==> config.mk <==
export PLATFORM = sky130hd
export DESIGN_NAME = fdf_flags2
export DESIGN_NICKNAME = d
export VERILOG_FILES = /design/src/rtl/fdf_pkg.sv /design/src/rtl/fdf_fault_sense.sv /design/src/rtl/fdf_flags2.sv
export SDC_FILE = /design/constraint.sdc
export NUM_CORES = 1
export LEC_CHECK = 0
export ABC_AREA = 1
export BUFFER_PORTS_ARGS = -buffer_cell sky130_fd_sc_hd__buf_2
export CORE_UTILIZATION = 53
export CTS_BUF_LIST = sky130_fd_sc_hd__clkbuf_8
export DETAILED_ROUTE_END_ITERATION = 10
export GPL_ROUTABILITY_DRIVEN = 0
export PLACE_DENSITY_LB_ADDON = 0.08
export SETUP_SLACK_MARGIN = 0.02
export SLEW_MARGIN = 40
export SYNTH_ARGS = -nofsm -noshare
export SYNTH_HDL_FRONTEND = slang
export SYNTH_SLANG_ARGS = --single-unit
==> constraint.sdc <==
create_clock -name ref_clk -period 1.7 [get_ports ref_clk]
set_input_delay 0 -clock ref_clk [delete_from_list [all_inputs] [get_ports ref_clk]]
set_output_delay 0 -clock ref_clk [all_outputs]
set_load 0.05 [all_outputs]
==> src/rtl/fdf_pkg.sv <==
package fdf_pkg;
	// ------------------------------------------------------------
	// register map
	// ------------------------------------------------------------
	localparam logic [7:0] ADDR_FLAGS1 = 8'h08;
	localparam logic [7:0] ADDR_FLAGS2 = 8'h09;
	localparam int BIT_RSVD = 7;
	localparam int BIT_SOFT_RESET = 6;
	localparam int BIT_FAULT_SHDN_EN = 5;
	localparam int BIT_SHORT_DET_EN = 4;
	localparam int BIT_SECOND_LED_OUTPUT_SHORT = 3;
	localparam int BIT_FIRST_LED_OUTPUT_SHORT = 2;
	localparam int BIT_THERM_SHORT = 1;
	localparam int BIT_THERM_OPEN = 0;
	localparam logic RST_FAULT_SHDN_EN = 1'b1;
	localparam logic RST_SHORT_DET_EN = 1'b1;
	localparam logic [7:0] RST_FLAGS2 = 8'h30;
	// ------------------------------------------------------------
	// thermistor thresholds in millivolts and synchroniser depth
	// ------------------------------------------------------------
	localparam int THERM_SHORT_MV = 100;
	localparam int THERM_OPEN_MV = 2300;
	localparam int SYNC_STAGES = 2;

	typedef struct packed {
		logic second_led_output_short;
		logic first_led_output_short;
		logic therm_short;
		logic therm_open;
		logic therm_trip;
	} fdf_evt_t;
endpackage : fdf_pkg
==> src/rtl/fdf_fault_sense.sv <==
`timescale 1ns/100ps
module fdf_fault_sense #(
	parameter int CODE_W = 8,
	parameter int LSB_MV = 10
) (
	// clock and reset
	input wire logic ref_clk,
	input wire logic reset,
	input wire logic ce,
	// asynchronous detector inputs
	input wire logic first_led_output_short_det,
	input wire logic second_led_output_short_det,
	input wire logic [CODE_W-1:0] therm_code,
	// same-domain controls
	input wire logic [CODE_W-1:0] trip_code,
	input wire logic dev_active,
	input wire logic short_det_en,
	// qualified events
	output fdf_pkg::fdf_evt_t evt
);
	localparam logic [CODE_W-1:0] SHORT_CODE = CODE_W'(fdf_pkg::THERM_SHORT_MV / LSB_MV);
	localparam logic [CODE_W-1:0] OPEN_CODE = CODE_W'(fdf_pkg::THERM_OPEN_MV / LSB_MV);
	localparam int SW = CODE_W + 3;

	// ------------------------------------------------------------
	// two-stage synchronisers
	// ------------------------------------------------------------
	logic [SW-1:0] stg_q [fdf_pkg::SYNC_STAGES];
	logic [SW-1:0] stg_d [fdf_pkg::SYNC_STAGES];
	logic [CODE_W-1:0] code_s;
	logic live;

	genvar g;
	generate
		for (g = 0; g < fdf_pkg::SYNC_STAGES; g++) begin : g_sync
			if (g == 0) begin : g_head
				// top bit marks the chain as filled since reset
				always_comb begin
					stg_d[g] = {1'b1, second_led_output_short_det, first_led_output_short_det, therm_code};
				end
			end else begin : g_tail
				always_comb begin
					stg_d[g] = stg_q[g-1];
				end
			end
			always_ff @(posedge ref_clk) begin
				if (reset) begin
					stg_q[g] <= '0;
				end else if (ce) begin
					stg_q[g] <= stg_d[g];
				end
			end
		end
	endgenerate

	// ------------------------------------------------------------
	// comparators
	// ------------------------------------------------------------
	always_comb begin
		live = stg_q[fdf_pkg::SYNC_STAGES-1][CODE_W+2];
		code_s = stg_q[fdf_pkg::SYNC_STAGES-1][CODE_W-1:0];
		evt.second_led_output_short = live && stg_q[fdf_pkg::SYNC_STAGES-1][CODE_W+1];
		evt.first_led_output_short = live && stg_q[fdf_pkg::SYNC_STAGES-1][CODE_W];
		evt.therm_short = live && dev_active && short_det_en && (code_s < SHORT_CODE);
		evt.therm_open = live && dev_active && (code_s > OPEN_CODE);
		evt.therm_trip = live && dev_active && (code_s < trip_code);
	end
endmodule : fdf_fault_sense

==> src/rtl/fdf_flags2.sv <==
`timescale 1ns/100ps
module fdf_flags2 #(
	parameter int CODE_W = 8,
	parameter int LSB_MV = 10
) (
	// clock and reset
	input wire logic ref_clk,
	input wire logic reset,
	input wire logic ce,
	// register port
	input wire logic reg_wr,
	input wire logic reg_rd,
	input wire logic [7:0] reg_addr,
	input wire logic [7:0] reg_wdata,
	output logic [7:0] reg_rdata,
	// detector inputs
	input wire logic first_led_output_short_det,
	input wire logic second_led_output_short_det,
	input wire logic [CODE_W-1:0] therm_code,
	input wire logic [CODE_W-1:0] trip_code,
	input wire logic dev_active,
	// device controls
	output logic shutdown,
	output logic fault_hold,
	output logic protect_active,
	output logic soft_reset,
	output logic trip_fault_set
);
	// ------------------------------------------------------------
	// state
	// ------------------------------------------------------------
	typedef struct packed {
		logic shdn_en;
		logic short_en;
		logic second_led_output_f;
		logic first_led_output_f;
		logic tshort_f;
		logic topen_f;
		logic shutdown;
		logic hold;
		logic protect;
		logic srst;
		logic trip;
		logic [7:0] rdata;
	} fdf_state_t;

	fdf_state_t st_q;
	fdf_state_t st_d;
	fdf_pkg::fdf_evt_t evt;
	logic wr2;
	logic rd2;
	logic rd1;
	logic any_fault;
	logic [7:0] cur;
	logic srst_req;

	fdf_fault_sense #(
		.CODE_W(CODE_W),
		.LSB_MV(LSB_MV)
	) u_sense (
		.ref_clk(ref_clk),
		.reset(reset),
		.ce(ce),
		.first_led_output_short_det(first_led_output_short_det),
		.second_led_output_short_det(second_led_output_short_det),
		.therm_code(therm_code),
		.trip_code(trip_code),
		.dev_active(dev_active),
		.short_det_en(st_q.short_en),
		.evt(evt)
	);

	function automatic fdf_state_t fdf_defaults();
		fdf_state_t s;
		s = '0;
		s.shdn_en = fdf_pkg::RST_FAULT_SHDN_EN;
		s.short_en = fdf_pkg::RST_SHORT_DET_EN;
		return s;
	endfunction : fdf_defaults

	// ------------------------------------------------------------
	// next state
	// ------------------------------------------------------------
	always_comb begin
		wr2 = reg_wr && (reg_addr == fdf_pkg::ADDR_FLAGS2);
		rd2 = reg_rd && (reg_addr == fdf_pkg::ADDR_FLAGS2);
		rd1 = reg_rd && (reg_addr == fdf_pkg::ADDR_FLAGS1);
		srst_req = wr2 && reg_wdata[fdf_pkg::BIT_SOFT_RESET];
		cur = 8'h00;
		cur[fdf_pkg::BIT_FAULT_SHDN_EN] = st_q.shdn_en;
		cur[fdf_pkg::BIT_SHORT_DET_EN] = st_q.short_en;
		cur[fdf_pkg::BIT_SECOND_LED_OUTPUT_SHORT] = st_q.second_led_output_f;
		cur[fdf_pkg::BIT_FIRST_LED_OUTPUT_SHORT] = st_q.first_led_output_f;
		cur[fdf_pkg::BIT_THERM_SHORT] = st_q.tshort_f;
		cur[fdf_pkg::BIT_THERM_OPEN] = st_q.topen_f;
		any_fault = evt.second_led_output_short || evt.first_led_output_short || evt.therm_short
			|| evt.therm_open || evt.therm_trip;
		st_d = st_q;
		st_d.srst = 1'b0;
		st_d.trip = evt.therm_trip;
		st_d.rdata = (rd2 || rd1) ? (rd2 ? cur : 8'h00) : st_q.rdata;
		if (wr2) begin
			st_d.shdn_en = reg_wdata[fdf_pkg::BIT_FAULT_SHDN_EN];
			st_d.short_en = reg_wdata[fdf_pkg::BIT_SHORT_DET_EN];
		end
		if (rd2) begin
			st_d.tshort_f = 1'b0;
			st_d.topen_f = 1'b0;
		end
		if (rd1 || rd2) begin
			st_d.hold = 1'b0;
		end
		if (!dev_active) begin
			st_d.protect = 1'b0;
			st_d.shutdown = 1'b0;
		end
		// set wins over read and idle clears; a soft reset request still wins over set
		st_d.second_led_output_f = st_d.second_led_output_f || evt.second_led_output_short;
		st_d.first_led_output_f = st_d.first_led_output_f || evt.first_led_output_short;
		st_d.tshort_f = st_d.tshort_f || evt.therm_short;
		st_d.topen_f = st_d.topen_f || evt.therm_open;
		if (any_fault) begin
			st_d.hold = 1'b1;
			st_d.protect = 1'b1;
			st_d.shutdown = st_d.shutdown || st_q.shdn_en;
		end
		if (srst_req) begin
			st_d = fdf_defaults();
			st_d.srst = 1'b1;
		end
	end

	always_ff @(posedge ref_clk) begin
		if (reset) begin
			st_q <= fdf_defaults();
		end else if (ce) begin
			st_q <= st_d;
		end
	end

	assign reg_rdata = st_q.rdata;
	assign shutdown = st_q.shutdown;
	assign fault_hold = st_q.hold;
	assign protect_active = st_q.protect;
	assign soft_reset = st_q.srst;
	assign trip_fault_set = st_q.trip;

	// ------------------------------------------------------------
	// checks
	// ------------------------------------------------------------
	a_srst_one_cycle: assert property (@(posedge ref_clk) disable iff (reset)
		ce && srst_req |=> soft_reset && !st_q.first_led_output_f
		&& st_q.shdn_en && st_q.short_en ##1 (!soft_reset || $past(srst_req) || !$past(ce)))
		else $error("soft reset not a one-cycle default restore");
	a_rdata_top_zero: assert property (@(posedge ref_clk) disable iff (reset)
		ce && rd2 |=> reg_rdata[7:6] == 2'b00)
		else $error("reserved or reset bit read nonzero");
	a_shdn_on_fault: assert property (@(posedge ref_clk) disable iff (reset)
		ce && any_fault && st_q.shdn_en && !(wr2 && reg_wdata[fdf_pkg::BIT_SOFT_RESET])
		|=> shutdown)
		else $error("fault did not force shutdown");
	a_shdn_disabled: assert property (@(posedge ref_clk) disable iff (reset)
		ce && !st_q.shdn_en && !shutdown |=> !shutdown)
		else $error("shutdown while disabled");
	a_protect_hold: assert property (@(posedge ref_clk) disable iff (reset)
		ce && protect_active && dev_active && !wr2 |=> protect_active)
		else $error("protection dropped while device enabled");
	a_short_gated: assert property (@(posedge ref_clk) disable iff (reset)
		ce && !st_q.short_en && !st_q.tshort_f |=> !st_q.tshort_f)
		else $error("short flagged while detection disabled");
	a_short_set: assert property (@(posedge ref_clk) disable iff (reset)
		ce && evt.therm_short && !srst_req |=> st_q.tshort_f)
		else $error("thermistor short flag not set");
	a_open_set: assert property (@(posedge ref_clk) disable iff (reset)
		ce && evt.therm_open && !srst_req |=> st_q.topen_f)
		else $error("thermistor open flag not set");
	a_hold_set: assert property (@(posedge ref_clk) disable iff (reset)
		ce && any_fault && !srst_req |=> fault_hold)
		else $error("fault did not set hold");
	a_hold_release: assert property (@(posedge ref_clk) disable iff (reset)
		ce && (rd1 || rd2) && !any_fault |=> !fault_hold)
		else $error("flags read did not release hold");
	a_protect_off: assert property (@(posedge ref_clk) disable iff (reset)
		ce && !dev_active && !any_fault |=> !protect_active && !shutdown)
		else $error("protection kept after device disabled");
	a_read_clears: assert property (@(posedge ref_clk) disable iff (reset)
		ce && rd2 && !evt.therm_open && !evt.therm_short |=> !st_q.topen_f && !st_q.tshort_f)
		else $error("read did not clear thermistor flags");
	a_led_sticky: assert property (@(posedge ref_clk) disable iff (reset)
		ce && evt.first_led_output_short && !wr2 |=> st_q.first_led_output_f ##1 (st_q.first_led_output_f || $past(wr2)))
		else $error("first_led_output short flag not sticky");
	a_first_led_output_set: assert property (@(posedge ref_clk) disable iff (reset)
		ce && evt.first_led_output_short && !srst_req |=> st_q.first_led_output_f)
		else $error("first_led_output short flag not set");
	a_second_led_output_sticky: assert property (@(posedge ref_clk) disable iff (reset)
		ce && st_q.second_led_output_f && !srst_req |=> st_q.second_led_output_f)
		else $error("second_led_output short flag lost");
	a_second_led_output_set: assert property (@(posedge ref_clk) disable iff (reset)
		ce && evt.second_led_output_short && !wr2 |=> st_q.second_led_output_f)
		else $error("second_led_output short flag not set");
	a_trip_pulse: assert property (@(posedge ref_clk) disable iff (reset)
		ce && evt.therm_trip && !srst_req |=> trip_fault_set)
		else $error("trip not reported");
	c_soft_reset: cover property (@(posedge ref_clk) disable iff (reset) soft_reset);
	c_shutdown: cover property (@(posedge ref_clk) disable iff (reset) $rose(shutdown));
	c_read_clear: cover property (@(posedge ref_clk) disable iff (reset)
		st_q.topen_f ##1 rd2 && ce ##1 !st_q.topen_f);
	c_hold_release: cover property (@(posedge ref_clk) disable iff (reset) $fell(fault_hold));
	c_trip: cover property (@(posedge ref_clk) disable iff (reset) $rose(trip_fault_set));
endmodule : fdf_flags2

==> flow_summary.rst <==
.. list-table::
   :header-rows: 1

   * - Metric
     - Value
   * - Clock-pin slew on the worst setup and hold paths
     - around 80 ps
   * - Share of synthesized registers carrying an async set or reset
     - 0%
   * - Count of state elements after synthesis
     - 39
   * - Crit-path max FO
     - 4
   * - Proportion of synthesized area in mux cells
     - 0%
   * - Worst setup path class
     - flip-flop to flip-flop
   * - Ratio of total power to cell area
     - approximately 810 nW/um^2
   * - Total routing resource utilization after global routing
     - 18.5%
   * - Final setup viols
     - 0
   * - Starting density of the core
     - 55.6%
   * - Die extent in x
     - 61.4 um
   * - Worst Setup Start Kind
     - flip-flop
   * - Share of final-layout standard cells stronger than drive strength 1
     - 22.8%
   * - Core Util, Final
     - 67.9%
   * - H-tree depth reported by CTS
     - 2
   * - Largest net degree at the start of global routing
     - 24
   * - Run status
     - finished, final reports clean
   * - Warning count from the yosys run
     - 0
   * - Cts-stage hold buffer count
     - 6
   * - Via count of the first global-routing pass
     - 1182
   * - Synth Area per Inst
     - 8.35 sq um
   * - Number of routed nets with antenna violations
     - 0
   * - Synthesized-area fraction occupied by xor and xnor cells
     - 0%
   * - P&R area growth vs syn
     - 22.1%
   * - Static leakage
     - roughly 0.0012 uW
   * - HPWL Detailed
     - between 2000 and 2500 um
   * - I/O pin count
     - 53
   * - Synth top area cells
     - edfxtp_1 35%, dfxtp_1 18%, nand2_1 9.0%
   * - Die area
     - 3770 sq um
   * - Dominant register cell in the synthesized netlist
     - edfxtp_1
   * - Number of gates resized after CTS
     - 0
   * - Total setup buffers inserted after CTS
     - 0
   * - Dominant combinational cell family by area after synthesis
     - simple AND/OR/NAND/NOR gates
   * - Cell count after synthesis
     - about 220
   * - Clk buf depth
     - 2
   * - Number of diodes added for antenna fixing
     - 0
   * - Mapped cell area
     - 1870 sq um
   * - Initial antenna violation count
     - 0
   * - Final max-slew violation count
     - 0
   * - Clk Latency, worst-skew pair
     - 290 ps
   * - Number of distinct standard cells referenced by the synthesized netlist
     - 27
   * - RSZ-0062 raised after global routing
     - false
   * - Height of the die
     - 61.4 um
   * - Critical Path AT
     - 1650 ps
   * - Start of the worst register-to-register path
     - u_sense.stg_q[1][5]
   * - First-pass GRT wire length
     - 4870 um
   * - Synth Area in Simple Gates
     - 23.4%
   * - Synth area leader
     - edfxtp_1
   * - DR vias
     - 1481
   * - Number of sinks on the clock net
     - 39
   * - Peak Freq
     - 685 MHz
   * - Min cycle time layout
     - 1460 ps
   * - Period Utilization, post-route
     - 85.8%
   * - Total congestion overflow
     - 0
   * - Setup TNS
     - 0 ps
   * - Number of remaining DRC errors
     - 0
   * - Hold Crit Class
     - primary input to flip-flop
   * - Area fraction in compound gates after synthesis
     - 7.49%
   * - Proportion of synthesized chip area in sequential cells
     - a little over half
   * - Number of iterations in the first detailed-routing pass
     - 4
   * - Final count of hold timing violations
     - 0
   * - Adder-Cell Fraction of Synth Area
     - under 10%
   * - Wire length reported by the detailed router
     - 3080 um
   * - Required time of the worst setup path
     - approximately 1900 ps
   * - Worst setup path startpoint
     - u_sense.stg_q[1][5]
   * - Startpoint of the most critical hold path
     - therm_code[3]
   * - Worst voltage drop across the vdd grid
     - 0.000750 V
   * - Number of flops mapped to enable cells by yosys
     - 22
   * - Fraction of synthesized cell area taken by the top area cell type
     - between 30% and 40%
   * - TritonCTS clock tree
     - built
   * - Standard-cell row count
     - 21
   * - WL/cell
     - 9.40 um
   * - Clock root buffer master
     - clkbuf_8
   * - Maxcap violations
     - 0
   * - Highest-count cells in the layout ignoring fill and taps
     - 45 x nand2_1, 45 x buf_2, 44 x inv_1
   * - Number of nets in the layout
     - 327
   * - Count of routing violations after the opening detailed-route iteration
     - 81
   * - Hold slack
     - 6.97 ps
   * - Core region area
     - 3360 sq um
   * - Critical Path End Type
     - flip-flop
   * - Buffers on Ports
     - 45
   * - Via-to-Cell Ratio
     - ~4.5
   * - CTS Buf Count
     - 5
   * - Fin Clk Skew
     - 10.1 ps
-- power by group --
part	internal [uW]	total [uW]	leakage, uW	switching (uW)
clock	276	578	0.0000505	302
combinational	81.0	207	0.000755	126
sequential	1040	1060	0.000379	19.9
-- synthesized netlist by cell type (all sizes together), types with 2 or more instances --
cell and instances:
nand2 49, inv 44, nor2 40, edfxtp 22, dfxtp 17, nand3 11, o21ai 11, a21oi 9
ha 7, buf 5, a21boi 2
-- through the flow --
| stage | setup WS, ps | total power (uW) | cell area, sq um | cells |
|---|---|---|---|---|
| 6_report | 241 | 1850 | 2280 | 327 |
| 5_1_grt | 59.8 | 1940 | 2280 | 327 |
| 4_1_cts | 231 | 1860 | 2280 | 327 |
| 3_5_place_dp | 234 | 1290 | 2140 | 313 |
| 3_3_place_gp | 244 | 1280 | 2140 | 313 |
| 2_1_floorplan | 361 | 1220 | 1870 | 225 |
-- routing by layer --
layer  vias to the layer above  GRT usage (%)  part of all wire (%)  wire (um)
met3                         6           6.93                   5.9        182
met1                       635           24.3                    50       1530
met5                         -              0                     0          0
met4                         0           7.62                   1.9         57
met2                        37           27.6                    42       1300
li1                        803              -                     -          -
-- flip-flops by register name, summed over array words and instances (netlist names) --
register / cells
protect_active: 1
fault_hold: 1
u_sense.stg_q: 22
shutdown: 1
soft_reset: 1
reg_rdata: 6
trip_fault_set: 1
cur: 6
-- critical path, stage by stage, from the launching register on --
cell      delay, ps
edfxtp_1        410
ha_1            310
a21oi_1         130
nor2_1           50
nor2_1           80
nand2_1          70
nand2_1         130
nand2_1          60
nand2_1          80
nor2_1           50
-- area by class of cell --
| class | instances | area (sq um) |
|---|---|---|
| clock buffers | 5 | 68.8 |
| clock inverters | 3 | 12.5 |
| fillers | 300 | 1080 |
| inverters | 45 | 170 |
| multi-input cells | 136 | 673 |
| flip-flops and latches | 39 | 1000 |
| well taps | 46 | 57.6 |
| repair buffers | 53 | 300 |
-- cell families (layout without fill, tap and decap cells) --
| kind of cell | after synthesis | after routing |
|---|---|---|
| flip-flops | 39 | 39 |
| other | 1 | 2 |
| buffers and inverters | 50 | 106 |
| AND/OR/NAND/NOR | 102 | 102 |
| AO/OA/AOI/OAI | 25 | 25 |
| adder cells (fa/ha/maj) | 7 | 7 |
-- path summary, 6_finish.rpt --
path,end,slack (ps),cells after the start
hold / removal,u_sense.stg_q[0][3],7,3
setup / recovery,fault_hold,240,9
hold reg to reg,soft_reset,460,2
setup reg to reg,fault_hold,240,9
Power figures use the tool's default switching activity.
